<file path="src/pssq_regs.svh">
// register offsets, field positions, reset values and timing counts of the sequencer
`ifndef PSSQ_REGS_SVH
`define PSSQ_REGS_SVH

`define PSSQ_ADDR_W        8
`define PSSQ_CTRL          8'h00
`define PSSQ_MAXF          8'h04
`define PSSQ_GACC1         8'h08
`define PSSQ_GDEC1         8'h0C
`define PSSQ_GACC2         8'h10
`define PSSQ_GDEC2         8'h14
`define PSSQ_PRESET_F      8'h20
`define PSSQ_PRESET_ACC    8'h40
`define PSSQ_PRESET_DEC    8'h60
`define PSSQ_SEQ_F         8'h80
`define PSSQ_SEQ_T         8'hA0
`define PSSQ_SEQ_DIR       8'hC0
`define PSSQ_STATUS        8'hE0
`define PSSQ_FREQ_OUT      8'hE4
`define PSSQ_RAMP_OUT      8'hE8
`define PSSQ_TABLE_SPAN    8'h20

`define PSSQ_CTRL_INDIV    0
`define PSSQ_CTRL_PAIR2    1
`define PSSQ_CTRL_VF_LO    2
`define PSSQ_CTRL_VF_HI    4
`define PSSQ_CTRL_BASE60   5
`define PSSQ_CTRL_MODE_LO  6
`define PSSQ_CTRL_MODE_HI  8
`define PSSQ_CTRL_TERM_LO  9
`define PSSQ_CTRL_TERM_HI  13

`define PSSQ_VF_PROGRAM    3'h7
`define PSSQ_FMAX_50       16'h1388
`define PSSQ_FMAX_60       16'h1770
`define PSSQ_FREQ_LIMIT    16'hFDE8
`define PSSQ_TIME_LIMIT    16'h8CA0
`define PSSQ_RAMP_MIN      16'h0001
`define PSSQ_MAXF_RST      16'h1770
`define PSSQ_RAMP_RST      16'h0064
`define PSSQ_DIR_STOP      2'h0
`define PSSQ_DIR_FWD       2'h1
`define PSSQ_DIR_REV       2'h2

`define PSSQ_CLK_HZ        20000000
`define PSSQ_TICK_MS       100
`define PSSQ_TICK_CYCLES   (`PSSQ_CLK_HZ / 1000 * `PSSQ_TICK_MS)

`endif

</file>
<file path="src/pssq_pkg.sv">
// types of the preset speed sequencer
package pssq_pkg;

  typedef enum logic [1:0] {
    SEQ_IDLE = 2'b00,
    SEQ_RUN  = 2'b01,
    SEQ_HOLD = 2'b10,
    SEQ_DONE = 2'b11
  } pssq_seq_t;

  typedef struct packed {
    logic        busy;
    logic        done;
    logic [5:0]  count;
    logic [16:0] rem;
    logic [31:0] quo;
    logic [15:0] divisor;
  } pssq_div_state_t;

  typedef struct packed {
    logic [9:0]        sync1;
    logic [9:0]        sync2;
    logic              rampIndiv;
    logic              pairSel;
    logic [2:0]        vfPattern;
    logic              base60;
    logic [2:0]        seqMode;
    logic [4:0]        termMask;
    logic [15:0]       maxFreq;
    logic [1:0][15:0]  gAcc;
    logic [1:0][15:0]  gDec;
    logic [7:0][15:0]  presetFreq;
    logic [7:0][15:0]  presetAcc;
    logic [7:0][15:0]  presetDec;
    logic [7:1][15:0]  seqFreq;
    logic [7:0][15:0]  seqTime;
    logic [7:0][1:0]   seqDir;
    pssq_seq_t         seqState;
    logic [2:0]        step;
    logic [15:0]       elapsed;
    logic [20:0]       tickCnt;
    logic              paused;
    logic [15:0]       lastTarget;
    logic [2:0]        lastIdx;
    logic              divStart;
    logic [31:0]       dividend;
    logic [15:0]       divisor;
    logic [15:0]       pendFreq;
    logic [15:0]       freqRef;
    logic [15:0]       rampTime;
    logic              rampStrobe;
    logic              forward_direction;
    logic              reverse_direction;
    logic              outRun;
    logic [31:0]       rdata;
  } pssq_state_t;

endpackage

</file>
<file path="src/pssq_div_if.sv">
// ramp time divider request and answer
`timescale 1ns/100ps
interface pssq_div_if;
  logic        start;
  logic [31:0] dividend;
  logic [15:0] divisor;
  logic        busy;
  logic        done;
  logic [31:0] quotient;

  modport req (output start, output dividend, output divisor,
               input busy, input done, input quotient);
  modport rsp (input start, input dividend, input divisor,
               output busy, output done, output quotient);
endinterface

</file>
<file path="src/pssq_div.sv">
// serial divider for the ramp time scaling
`timescale 1ns/100ps
module pssq_div
  import pssq_pkg::*;
(
  input  wire logic clk,
  input  wire logic rstn,
  pssq_div_if.rsp   div
);
  import pssq_pkg::*;

  pssq_div_state_t q;
  pssq_div_state_t d;
  logic [16:0]     remShift;

  always_comb
  begin
    d = q;
    d.done = 1'b0;
    remShift = {q.rem[15:0], q.quo[31]};
    if (!q.busy && div.start)
    begin
      d.busy = 1'b1;
      d.count = 6'h20;
      d.rem = 17'h00000;
      d.quo = div.dividend;
      d.divisor = div.divisor;
    end
    else if (q.busy)
    begin
      d.quo = {q.quo[30:0], 1'b0};
      if (remShift >= {1'b0, q.divisor})
      begin
        d.rem = remShift - {1'b0, q.divisor};
        d.quo[0] = 1'b1;
      end
      else
      begin
        d.rem = remShift;
      end
      d.count = q.count - 6'h01;
      if (q.count == 6'h01)
      begin
        d.busy = 1'b0;
        d.done = 1'b1;
      end
    end
  end

  always_ff @(posedge clk or negedge rstn)
  begin
    if (!rstn)
      q <= '0;
    else
      q <= d;
  end

  assign div.busy = q.busy;
  assign div.done = q.done;
  assign div.quotient = q.quo;
endmodule

</file>
<file path="src/pssq_top.sv">
// preset speed selection, ramp time scaling and automatic step sequencer
// Operation
// - mode bit picks shared or per-preset ramps
// - eight preset speeds, preset 0 is keypad
// - per-preset acceleration and deceleration times held
// - shared mode uses selected global ramp pair
// - ramp time scaled by frequency over maximum
// - divisor is maximum frequency or 50/60
// - on/off run ramps zero to preset
// - continuous run ramps by frequency difference
// - sequencer mode decode single, periodic, hold
// - modes 1-3 resume unfinished step
// - modes 4-6 restart from the first step with nonzero duration
// - step 0 frequency is preset 0
// - step 1-7 frequency commands held
// - each step runs its own duration
// - per-step direction stop, forward, reverse
// - single cycle runs steps then stops
// - periodic cycle repeats from the first step with nonzero duration
// - sequencer ramps with global ramp pair
`timescale 1ns/100ps
`include "pssq_regs.svh"
module pssq_top
  import pssq_pkg::*;
#(
  parameter int unsigned TICK_CYCLES = `PSSQ_TICK_CYCLES
)
(
  input  wire logic        clk,
  input  wire logic        rstn,
  input  wire logic [7:0]  regAddr,
  input  wire logic [31:0] regWdata,
  input  wire logic        regWrite,
  input  wire logic        regRead,
  output logic      [31:0] regRdata,
  input  wire logic        runCommand,
  input  wire logic        reverseCommand,
  input  wire logic        multifunctionInput1,
  input  wire logic        multifunctionInput2,
  input  wire logic        multifunctionInput3,
  input  wire logic        multifunctionInput4,
  input  wire logic        multifunctionInput5,
  input  wire logic [2:0]  presetSelect,
  output logic      [15:0] freqReference,
  output logic      [15:0] rampTime,
  output logic             rampUpdate,
  output logic             forwardDirection,
  output logic             reverseDirection,
  output logic             outputRun
);
  import pssq_pkg::*;

  localparam logic [20:0] TICK_LAST = 21'(TICK_CYCLES - 1);

  pssq_state_t q;
  pssq_state_t d;
  pssq_div_if  divBus ();

  logic        runIn;
  logic        revIn;
  logic [4:0]  termIn;
  logic [2:0]  selIn;
  logic        seqEnable;
  logic        modeSingle;
  logic        modePeriodic;
  logic        modeHold;
  logic        modeFresh;
  logic        anyStep;
  logic [2:0]  firstStep;
  logic [2:0]  lastStep;
  logic [2:0]  nextStep;
  logic        tick;
  logic [15:0] target;
  logic [1:0]  dirCode;
  logic [15:0] rampBase;
  logic [15:0] fmax;
  logic [15:0] delta;
  logic [2:0]  rampIdx;
  logic [2:0]  idx;
  logic [15:0] stepFreq;

  ////////////////////////////////////////////////////////////////////////////
  // synchronised pins
  assign runIn  = q.sync2[0];
  assign revIn  = q.sync2[1];
  assign termIn = q.sync2[6:2];
  assign selIn  = q.sync2[9:7];

  ////////////////////////////////////////////////////////////////////////////
  // next state
  always_comb
  begin
    d = q;
    d.divStart = 1'b0;
    d.rampStrobe = 1'b0;
    d.rdata = 32'h00000000;
    d.sync1 = {presetSelect, multifunctionInput5, multifunctionInput4, multifunctionInput3,
               multifunctionInput2, multifunctionInput1, reverseCommand, runCommand};
    d.sync2 = q.sync1;
    idx = regAddr[4:2];

    // register writes
    if (regWrite)
    begin
      if (regAddr == `PSSQ_CTRL)
      begin
        d.rampIndiv = regWdata[`PSSQ_CTRL_INDIV];
        d.pairSel = regWdata[`PSSQ_CTRL_PAIR2];
        d.vfPattern = regWdata[`PSSQ_CTRL_VF_HI:`PSSQ_CTRL_VF_LO];
        d.base60 = regWdata[`PSSQ_CTRL_BASE60];
        d.seqMode = regWdata[`PSSQ_CTRL_MODE_HI:`PSSQ_CTRL_MODE_LO];
        d.termMask = regWdata[`PSSQ_CTRL_TERM_HI:`PSSQ_CTRL_TERM_LO];
      end
      else if (regAddr == `PSSQ_MAXF)
        d.maxFreq = regWdata[15:0];
      else if (regAddr == `PSSQ_GACC1)
        d.gAcc[0] = regWdata[15:0];
      else if (regAddr == `PSSQ_GDEC1)
        d.gDec[0] = regWdata[15:0];
      else if (regAddr == `PSSQ_GACC2)
        d.gAcc[1] = regWdata[15:0];
      else if (regAddr == `PSSQ_GDEC2)
        d.gDec[1] = regWdata[15:0];
      else if (regAddr >= `PSSQ_PRESET_F && regAddr < `PSSQ_PRESET_ACC)
      begin
        if (regWdata[15:0] <= `PSSQ_FREQ_LIMIT)
          d.presetFreq[idx] = regWdata[15:0];
      end
      else if (regAddr >= `PSSQ_PRESET_ACC && regAddr < `PSSQ_PRESET_DEC)
      begin
        if (regWdata[15:0] >= `PSSQ_RAMP_MIN && regWdata[15:0] <= `PSSQ_TIME_LIMIT)
          d.presetAcc[idx] = regWdata[15:0];
      end
      else if (regAddr >= `PSSQ_PRESET_DEC && regAddr < `PSSQ_SEQ_F)
      begin
        if (regWdata[15:0] >= `PSSQ_RAMP_MIN && regWdata[15:0] <= `PSSQ_TIME_LIMIT)
          d.presetDec[idx] = regWdata[15:0];
      end
      else if (regAddr >= `PSSQ_SEQ_F && regAddr < `PSSQ_SEQ_T)
      begin
        if (idx != 3'h0 && regWdata[15:0] <= `PSSQ_FREQ_LIMIT)
          d.seqFreq[idx] = regWdata[15:0];
      end
      else if (regAddr >= `PSSQ_SEQ_T && regAddr < `PSSQ_SEQ_DIR)
      begin
        if (regWdata[15:0] <= `PSSQ_TIME_LIMIT)
          d.seqTime[idx] = regWdata[15:0];
      end
      else if (regAddr >= `PSSQ_SEQ_DIR && regAddr < `PSSQ_STATUS)
        d.seqDir[idx] = regWdata[1:0];
    end

    // register reads, answer in the next cycle
    if (regRead)
    begin
      if (regAddr == `PSSQ_CTRL)
        d.rdata = {18'h00000, q.termMask, q.seqMode, q.base60, q.vfPattern, q.pairSel,
                   q.rampIndiv};
      else if (regAddr == `PSSQ_MAXF)
        d.rdata = {16'h0000, q.maxFreq};
      else if (regAddr == `PSSQ_GACC1)
        d.rdata = {16'h0000, q.gAcc[0]};
      else if (regAddr == `PSSQ_GDEC1)
        d.rdata = {16'h0000, q.gDec[0]};
      else if (regAddr == `PSSQ_GACC2)
        d.rdata = {16'h0000, q.gAcc[1]};
      else if (regAddr == `PSSQ_GDEC2)
        d.rdata = {16'h0000, q.gDec[1]};
      else if (regAddr >= `PSSQ_PRESET_F && regAddr < `PSSQ_PRESET_ACC)
        d.rdata = {16'h0000, q.presetFreq[idx]};
      else if (regAddr >= `PSSQ_PRESET_ACC && regAddr < `PSSQ_PRESET_DEC)
        d.rdata = {16'h0000, q.presetAcc[idx]};
      else if (regAddr >= `PSSQ_PRESET_DEC && regAddr < `PSSQ_SEQ_F)
        d.rdata = {16'h0000, q.presetDec[idx]};
      else if (regAddr >= `PSSQ_SEQ_F && regAddr < `PSSQ_SEQ_T)
        d.rdata = {16'h0000, (idx == 3'h0) ? q.presetFreq[0] : q.seqFreq[idx]};
      else if (regAddr >= `PSSQ_SEQ_T && regAddr < `PSSQ_SEQ_DIR)
        d.rdata = {16'h0000, q.seqTime[idx]};
      else if (regAddr >= `PSSQ_SEQ_DIR && regAddr < `PSSQ_STATUS)
        d.rdata = {30'h00000000, q.seqDir[idx]};
      else if (regAddr == `PSSQ_STATUS)
        d.rdata = {24'h000000, q.paused, q.outRun, q.reverse_direction, q.seqState, q.step};
      else if (regAddr == `PSSQ_FREQ_OUT)
        d.rdata = {16'h0000, q.freqRef};
      else if (regAddr == `PSSQ_RAMP_OUT)
        d.rdata = {16'h0000, q.rampTime};
    end

    // sequencer mode decode
    modeSingle = (q.seqMode == 3'h1) || (q.seqMode == 3'h4);
    modePeriodic = (q.seqMode == 3'h2) || (q.seqMode == 3'h5);
    modeHold = (q.seqMode == 3'h3) || (q.seqMode == 3'h6);
    modeFresh = (q.seqMode >= 3'h4);
    seqEnable = (modeSingle || modePeriodic || modeHold) && runIn
                && ((termIn & q.termMask) != 5'h00);

    // used steps, zero durations skipped
    anyStep = 1'b0;
    firstStep = 3'h0;
    lastStep = 3'h0;
    nextStep = q.step;
    for (int i = 7; i >= 0; i--)
    begin
      if (q.seqTime[i] != 16'h0000)
      begin
        anyStep = 1'b1;
        firstStep = 3'(i);
        if (3'(i) > q.step)
          nextStep = 3'(i);
      end
    end
    for (int i = 0; i < 8; i++)
    begin
      if (q.seqTime[i] != 16'h0000)
        lastStep = 3'(i);
    end

    // time base of the step durations
    tick = 1'b0;
    if (q.seqState == SEQ_RUN)
    begin
      d.tickCnt = q.tickCnt + 21'h000001;
      if (q.tickCnt >= TICK_LAST)
      begin
        d.tickCnt = 21'h000000;
        tick = 1'b1;
      end
    end
    else
      d.tickCnt = 21'h000000;

    // sequencer state machine
    case (q.seqState)
      SEQ_IDLE:
      begin
        if (seqEnable && anyStep)
        begin
          d.seqState = SEQ_RUN;
          d.paused = 1'b0;
          if (modeFresh || !q.paused)
          begin
            d.step = firstStep;
            d.elapsed = 16'h0000;
          end
        end
      end
      SEQ_RUN:
      begin
        if (!seqEnable)
        begin
          d.seqState = SEQ_IDLE;
          d.paused = 1'b1;
        end
        else if (q.elapsed >= q.seqTime[q.step])
        begin
          d.elapsed = 16'h0000;
          if (q.step >= lastStep)
          begin
            if (modePeriodic)
              d.step = firstStep;
            else if (modeHold)
              d.seqState = SEQ_HOLD;
            else
              d.seqState = SEQ_DONE;
          end
          else
            d.step = nextStep;
        end
        else if (tick)
          d.elapsed = q.elapsed + 16'h0001;
      end
      SEQ_HOLD, SEQ_DONE:
      begin
        if (!seqEnable)
        begin
          d.seqState = SEQ_IDLE;
          d.paused = 1'b0;
        end
      end
      default:
        d.seqState = SEQ_IDLE;
    endcase

    // frequency target and direction
    stepFreq = (q.step == 3'h0) ? q.presetFreq[0] : q.seqFreq[q.step];
    if (q.seqState == SEQ_RUN || q.seqState == SEQ_HOLD)
    begin
      dirCode = q.seqDir[q.step];
      target = (dirCode == `PSSQ_DIR_FWD || dirCode == `PSSQ_DIR_REV) ? stepFreq : 16'h0000;
    end
    else if (q.seqState == SEQ_DONE)
    begin
      dirCode = `PSSQ_DIR_STOP;
      target = 16'h0000;
    end
    else
    begin
      dirCode = !runIn ? `PSSQ_DIR_STOP : (revIn ? `PSSQ_DIR_REV : `PSSQ_DIR_FWD);
      target = runIn ? q.presetFreq[selIn] : 16'h0000;
    end
    d.outRun = (dirCode == `PSSQ_DIR_FWD) || (dirCode == `PSSQ_DIR_REV);
    d.forward_direction = (dirCode == `PSSQ_DIR_FWD);
    d.reverse_direction = (dirCode == `PSSQ_DIR_REV);

    // ramp time scaling
    fmax = (q.vfPattern == `PSSQ_VF_PROGRAM) ? q.maxFreq
           : (q.base60 ? `PSSQ_FMAX_60 : `PSSQ_FMAX_50);
    delta = (target > q.lastTarget) ? (target - q.lastTarget)
            : (q.lastTarget - target);
    rampIdx = (target != 16'h0000) ? selIn : q.lastIdx;
    if (q.seqState != SEQ_IDLE || !q.rampIndiv)
      rampBase = (target > q.lastTarget) ? q.gAcc[q.pairSel]
                 : q.gDec[q.pairSel];
    else
      rampBase = (target > q.lastTarget) ? q.presetAcc[rampIdx]
                 : q.presetDec[rampIdx];
    if (target != q.lastTarget && !q.divStart && !divBus.busy)
    begin
      d.divStart = 1'b1;
      d.dividend = 32'(rampBase) * 32'(delta);
      d.divisor = fmax;
      d.pendFreq = target;
      d.lastTarget = target;
      if (q.seqState == SEQ_IDLE && target != 16'h0000)
        d.lastIdx = selIn;
    end
    if (divBus.done)
    begin
      d.freqRef = q.pendFreq;
      d.rampTime = (divBus.quotient[31:16] != 16'h0000) ? 16'hFFFF
                   : divBus.quotient[15:0];
      d.rampStrobe = 1'b1;
    end
  end

  ////////////////////////////////////////////////////////////////////////////
  // state register
  always_ff @(posedge clk or negedge rstn)
  begin
    if (!rstn)
    begin
      q <= '0;
      q.maxFreq <= `PSSQ_MAXF_RST;
      q.gAcc <= {2{`PSSQ_RAMP_RST}};
      q.gDec <= {2{`PSSQ_RAMP_RST}};
      q.presetAcc <= {8{`PSSQ_RAMP_RST}};
      q.presetDec <= {8{`PSSQ_RAMP_RST}};
      q.seqState <= SEQ_IDLE;
    end
    else
      q <= d;
  end

  ////////////////////////////////////////////////////////////////////////////
  // divider and outputs
  assign divBus.start = q.divStart;
  assign divBus.dividend = q.dividend;
  assign divBus.divisor = q.divisor;

  pssq_div u_div (
    .clk  (clk),
    .rstn (rstn),
    .div  (divBus)
  );

  assign regRdata = q.rdata;
  assign freqReference = q.freqRef;
  assign rampTime = q.rampTime;
  assign rampUpdate = q.rampStrobe;
  assign forwardDirection = q.forward_direction;
  assign reverseDirection = q.reverse_direction;
  assign outputRun = q.outRun;
endmodule

</file>
<file path="config.mk">
export PLATFORM = sky130hd
export DESIGN_NAME = pssq_top
export DESIGN_NICKNAME = d
export VERILOG_FILES = /design/src/pssq_pkg.sv /design/src/pssq_div_if.sv /design/src/pssq_div.sv /design/src/pssq_top.sv
export VERILOG_INCLUDE_DIRS = /design/src
export SDC_FILE = /design/constraint.sdc
export NUM_CORES = 2
export LEC_CHECK = 0
export ABC_AREA = 1
export BUFFER_PORTS_ARGS = -buffer_cell sky130_fd_sc_hd__buf_2
export CORE_UTILIZATION = 45
export CTS_CLUSTER_DIAMETER = 120
export CTS_CLUSTER_SIZE = 24
export DETAILED_ROUTE_END_ITERATION = 12
export PLACE_DENSITY = 0.65
export SYNTH_ARGS = -nofsm -noshare
export SYNTH_HDL_FRONTEND = slang
export SYNTH_SLANG_ARGS = --single-unit
export TNS_END_PERCENT = 1
</file>
<file path="constraint.sdc">
create_clock -name clk -period 13.77 [get_ports clk]
set_input_delay 3.4425 -clock clk [delete_from_list [all_inputs] [get_ports clk]]
set_output_delay 3.4425 -clock clk [all_outputs]
set_load 0.01 [all_outputs]
</file>
* Word-level counts from Yosys, hierarchy flattened
Cells that the tools add are included.
W data, S select, Z words.
** Storage, ports and cells
- Register bits :: 1005
- Input bits :: 54
- Output and inout bits :: 68
- Logic and storage cells :: 382
** Cells by class
- Add/subtract/negate cells :: 6
- $mul :: 1
- Order comparisons :: 35
- Equal/unequal tests :: 35
- Mux-type cells :: 143
- Bitwise operators :: 12
- Reduce and logical (&&, ||, !) cells :: 67
** Operator list (number)
- $mux W16 :: 45
- $bwmux W128 :: 4
- $bmux W16 S3 :: 10
- $reduce_bool A16 Y1 :: 10
- $bwmux W112 :: 1
- $mux W3 :: 33
- $mux W65 :: 1
- $mux W21 :: 3
- $mux W57 :: 1
- $mux W55 :: 1
- $demux W16 S3 :: 1
- $mux W19 :: 2
- $pmux W19 S2 :: 1
- $le A16 B16 Y1 const B :: 2
- $lt A8 B8 Y1 const B :: 4
- $mul A16 B16 Y32 :: 1
- $sub A16 B16 Y16 :: 2
- $reduce_and A13 Y1 :: 2
- $eq A8 B8 Y1 const B :: 3
- $ge A8 B8 Y1 const B :: 3
- $mux W2 :: 12
- $add A21 B1 Y21 const B :: 1
- $ge A21 B21 Y1 const B :: 1
- $mux W1 :: 19
- other kinds (62) :: 136

* Depth between registers and ports, before layout
- Depth in word-level cells :: 21
- Mapped depth :: 54
- Depth with buffers taken out :: 50

* Modules after synthesis
Synthesis repeated with hierarchy kept, for this count alone.
** Unflattened totals
- Cells, all modules :: 7898
- Area total of the unflattened synthesis :: 61589.1 um^2
** By module, submodules not included
- pssq_top :: instances 1, cells each 7285, area each 57128.5 um^2, seq. area each 23030.8 um^2
- pssq_div :: instances 1, cells each 613, area each 4460.5 um^2, seq. area each 1801.7 um^2

* Least setup slack after synthesis
OpenSTA, ideal clock, no wires.
- Path kind :: reg2reg
- From :: register q[193] in the netlist's numbering
- To :: register q, in the netlist divBus.dividend[28]
- Setup time :: 0.118 ns
- Arrival :: 9.259 ns
- Required time :: 13.652 ns
- Slack :: 4.393 ns
- Stages on the path, launching flop included :: 42
- Buffers on the path :: 4
- Path through :: dfrtp_1 -> inv_1 -> ha_1 -> buf_2 -> nor2_1 -> clkbuf_1 -> nand3_1 -> nand2_1 -> ha_1 -> nand2_1 -> nor2_1 -> nand2_1 -> or4_1 -> nand2_1 -> buf_2 -> mux2i_1 -> xor2_1 -> clkbuf_1 -> [6 not listed] -> inv_1 -> fa_1 -> inv_1 -> fa_1 -> inv_1 -> ha_1 -> a21oi_1 -> a21boi_0 -> o21ai_0 -> a21boi_0 -> o21bai_1 -> a21oi_1 -> o21ai_0 -> nand2_1 -> nand2_1 -> nand2_1 -> nand3_1 -> nand2_1
** Between the ends
- Word-level cells in the longest chain between the ends :: 10
** Ends and longest elaborated chain
- from (decl) :: line pssq_top.sv:55 : pssq_state_t q;
- $eq A2 B2 Y1 (tied with other cells) :: line pssq_top.sv:291 : else if (q.seqState == SEQ_DONE)
- $mux W16 or $logic_or A1 B1 Y1 (tied branches) :: line pssq_top.sv:291, pssq_top.sv:286
- $mux W16 * :: line pssq_top.sv:286 : if (q.seqState == SEQ_RUN || q.seqState == SEQ_HOLD)
- named net target[8] :: line pssq_top.sv:73 : logic [15:0] target;
- $reduce_bool A16 Y1 :: line pssq_top.sv:310 : rampIdx = (target != 16'h0000) ? selIn : q.lastIdx;
- $mux W3 :: line pssq_top.sv:310
- $bmux W16 S3 (on tied branches) :: line pssq_top.sv:316, pssq_top.sv:315
- $mux W16 (on tied branches) :: line pssq_top.sv:316, pssq_top.sv:315
- $mux W16 :: line pssq_top.sv:315 : rampBase = (target > q.lastTarget) ? q.presetAcc[rampIdx]
- $mux W16 :: line pssq_top.sv:311 : if (q.seqState != SEQ_IDLE || !q.rampIndiv)
- $mul A16 B16 Y32 :: line pssq_top.sv:320 : d.dividend = 32'(rampBase) * 32'(delta);
Mark *: on every way through the listed nets, which the timed path passes. The rest lies on a longest branch. The select of a mux whose other input is x is not followed.
A chain may end at the register's enable or synchronous reset.

* Worst setup path in the final report
- From :: register q[191] in the netlist's numbering
- To :: register q, in the netlist divBus.dividend[28]
** Between the ends
- Word-level cells in the longest chain between the ends :: 13
** Ends and longest elaborated chain
- $bmux W2 S3 :: line pssq_top.sv:288 : dirCode = q.seqDir[q.step];
- $mux W2 (implied by the code) :: line pssq_top.sv:288
- $eq A2 B1 Y1 (no source line) or $eq A2 B2 Y1 (tied branches)
- $logic_or A1 B1 Y1 (no source line)
- $mux W16 * :: line pssq_top.sv:289 : target = (dirCode == `PSSQ_DIR_FWD || dirCode == `PSSQ_DIR_REV) ? stepFreq : 16'h0000;
- $mux W16 * :: line pssq_top.sv:286
- named net target[11] :: line pssq_top.sv:73
- $reduce_bool A16 Y1 :: line pssq_top.sv:310
- $mux W3 :: line pssq_top.sv:310
- $bmux W16 S3 (on tied branches) :: line pssq_top.sv:316, pssq_top.sv:315
- $mux W16 (on tied branches) :: line pssq_top.sv:316, pssq_top.sv:315
- $mux W16 :: line pssq_top.sv:315
- $mux W16 :: line pssq_top.sv:311
- $mul A16 B16 Y32 :: line pssq_top.sv:320
Marks and branches as above.

==> flow_metrics.tcl <==
set metrics [dict create \
    status "completed" \
    die_area_um2 136000 \
    hp-class "reg2reg" \
    core_um2 133000 \
    timing.final.crit_period_ns 12.51 \
    finalNonFillerCells 9165 \
    avgViaCountPerCell 6.06 \
    cts_setup_buffers 0 \
    path_class "reg2reg" \
    path_common_cell "nand2_1" \
    synth-edff-count 0 \
    die_h_um 369 \
    io_buffers 89 \
    synth_area_um2 60500 \
    netlist_top_cells_count "nand2_1 (1928), o21ai_0 (1126), dfrtp_1 (922)" \
    io_pins 122 \
    dp.cells 9092 \
    clock_latency_ns 0.71 \
    nets 7805 \
    grt_pass1_vias 52000 \
    postSynthCellCount 7666 \
    worst_slack_ns 1.26 \
    grt_overflow 0 \
    dr.first_iter.drc_count 7986 \
    cp_max_fo 40 \
    tns_ns 0 \
    place_ws_ns 1.61 \
    antenna_found_initial 13 \
    num_rows 134 \
    cap_violations 0 \
    grt_usage_pct 31.5 \
    r2r_cells 43 \
    cts_sinks 989 \
    slew_violations 0 \
    crit_slowest_cell "inv_2" \
    via_count 55500 \
    initial_core_util_pct 45.3 \
    yosysSeqAreaShare_pct 41.0 \
    ctsHoldBuffers 0 \
    htree_levels 2 \
    yosysWarnings 0 \
    place_hpwl_um 147000 \
    async_flop_share_pct 100 \
    yosys_register_bits 989 \
    drive_gt1_share_pct 5.67 \
    grt_max_degree 170 \
    routedWlPerCell_um 23.7 \
    die_x_um 369 \
    syn_avg_cell_area_um2 7.89 \
    ctsLongestPathBuffers 3 \
    area_delta_synth_final_pct 4.32 \
    ys.flop_type "dfrtp_1" \
    nFillCells 13200 \
    min_period_over_period_pct 90.8 \
    synthTopCellsByArea "dfrtp_1 (38%), nand2_1 (12%), o21ai_0 (9.3%)" \
    drc_errors 0 \
    antenna_left 0 \
    hold_viol_final 0 \
    max-slew-margin-rel_pct 7.78 \
    synth_cell_types 69 \
    numCtsBuffers 47 \
    max_freq_mhz 80.0 \
    clkSlewWorstSetupHoldPaths_ns 0.10 \
    place_area_um2 61800 \
    rsz0062_at_grt "no" \
    arrival_ns 13.07 \
    grt_pass1_wl_um 327000 \
    design_area_um2 63100 \
    clockRootBuffer "clkbuf_16" \
    startpoint_type "flip-flop" \
    max_slew.worst_pin.slew_ns 1.38 \
    yosysTopAreaCell "dfrtp_1" \
    setup_violations 0 \
    cts_tree "built" \
    required_ns 14.34 \
    synth_most_common_cell "nand2_1" \
    cts_resized 0 \
    synth_top_area_share_pct 38.1 \
    dr.pass1.iters 6 \
    hold_depth 0 \
    wl_um 217000 \
    max_stage_delay_ns 0.87 \
    gp_congestion 0.987 \
    finClkSkew_ns 0.0491 \
    end_kind "flip-flop" \
]
## through the flow
| stage | util, % | hold WS [ns] |
|---|---|---|
| floorplan | - | 0.331 |
| global placement | 46.3 | 0.335 |
| detailed placement | 46.3 | 0.340 |
| CTS | 47.3 | 0.363 |
| global route | 47.3 | 0.372 |
| finish | 47.3 | 0.360 |
## routing by layer
layer / wire length (µm) / global-route usage, % / vias up
li1: - / - / 25000
met1: 88300 / 43.7 / 26800
met3: 24300 / 6.77 / 532
met2: 93000 / 46.8 / 3165
met4: 11400 / 14.9 / 10
met5: 64 / 0 / -
## critical path: cells and delay by family (launching register included)
kind | cells | cell delay [ns]
AO/OA/AOI/OAI | 9 | 2.81
flip-flops | 1 | 0.80
buffers and inverters | 7 | 1.70
adder cells (fa/ha/maj) | 8 | 3.65
AND/OR/NAND/NOR | 19 | 3.37
## cell families (layout without fill, tap and decap cells)
family	after synthesis	in the layout	synth area share (%)
compound gates	2021	2021	18.9
xor+xnor	64	64	0.927
fa+ha+maj	378	378	10.3
buf+inv	1255	968	8.50
flops	989	989	41.0
mux	14	14	0.234
other cells	1	19	0.00620
simple gates	2944	2944	20.2
## area by class of cell
class	count	area [µm²]	share of cell area, %
multi-input cells	5437	30700	48.6
clock inverters	4	45.0	0.0714
inverters	683	2560	4.06
flip-flops and latches	989	24800	39.4
diodes	3	7.51	0.0119
well taps	1768	2210	3.51
clock buffers	66	1280	2.03
repair buffers	215	1500	2.38
## final timing paths
path	from	to	slack [ns]
setup / recovery	q[191]$_DFFE_PN0P_	divBus.dividend[28]$_DFFE_PN0P_	1.26
hold / removal	d[937]$_DFF_PN0_	q[937]$_DFF_PN0_	0.36
setup reg to reg	q[191]$_DFFE_PN0P_	divBus.dividend[28]$_DFFE_PN0P_	1.26
hold reg to reg	d[937]$_DFF_PN0_	q[937]$_DFF_PN0_	0.36
max in group asynchronous	rstn	q[936]$_DFF_PN0_	8.74
min in group asynchronous	rstn	q[166]$_DFF_PN0_	2.74
## layout by cell type (no fill, tap or decap), drive strengths merged, types with 5 or more instances in the layout
cell / instances
a211oi: 8
a21oi: 290
a221oi: 10
a22o: 12
a22oi: 16
a31oi: 27
buf: 215
clkbuf: 66
clkinv: 12
conb: 16
dfrtp: 922
dfstp: 67
fa: 197
ha: 181
inv: 675
mux2i: 13
nand2: 1949
nand3: 498
nand3b: 9
nand4: 41
nor2: 313
nor3: 71
nor4: 48
o2111ai: 29
o211ai: 72
o21a: 28
o21ai: 1133
o21bai: 8
o221ai: 33
o22ai: 288
o311ai: 5
o31ai: 28
o32ai: 8
or2: 10
xnor2: 21
xor2: 43
## sequential cells by signal, summed over array words and instances (netlist names)
name / flops
outputRun: 1
d: 10
reverseDirection: 1
u_div.div.done: 1
divBus.start: 1
u_div.div.quotient: 32
u_div.q: 38
forwardDirection: 1
u_div.div.busy: 1
rampTime: 16
freqReference: 16
regRdata: 16
q: 806
rampUpdate: 1
divBus.dividend: 32
divBus.divisor: 16
Power is left out: the tool's default activity adds up to more than one toggle a clock period on the data nets, which glitch-free logic cannot reach.
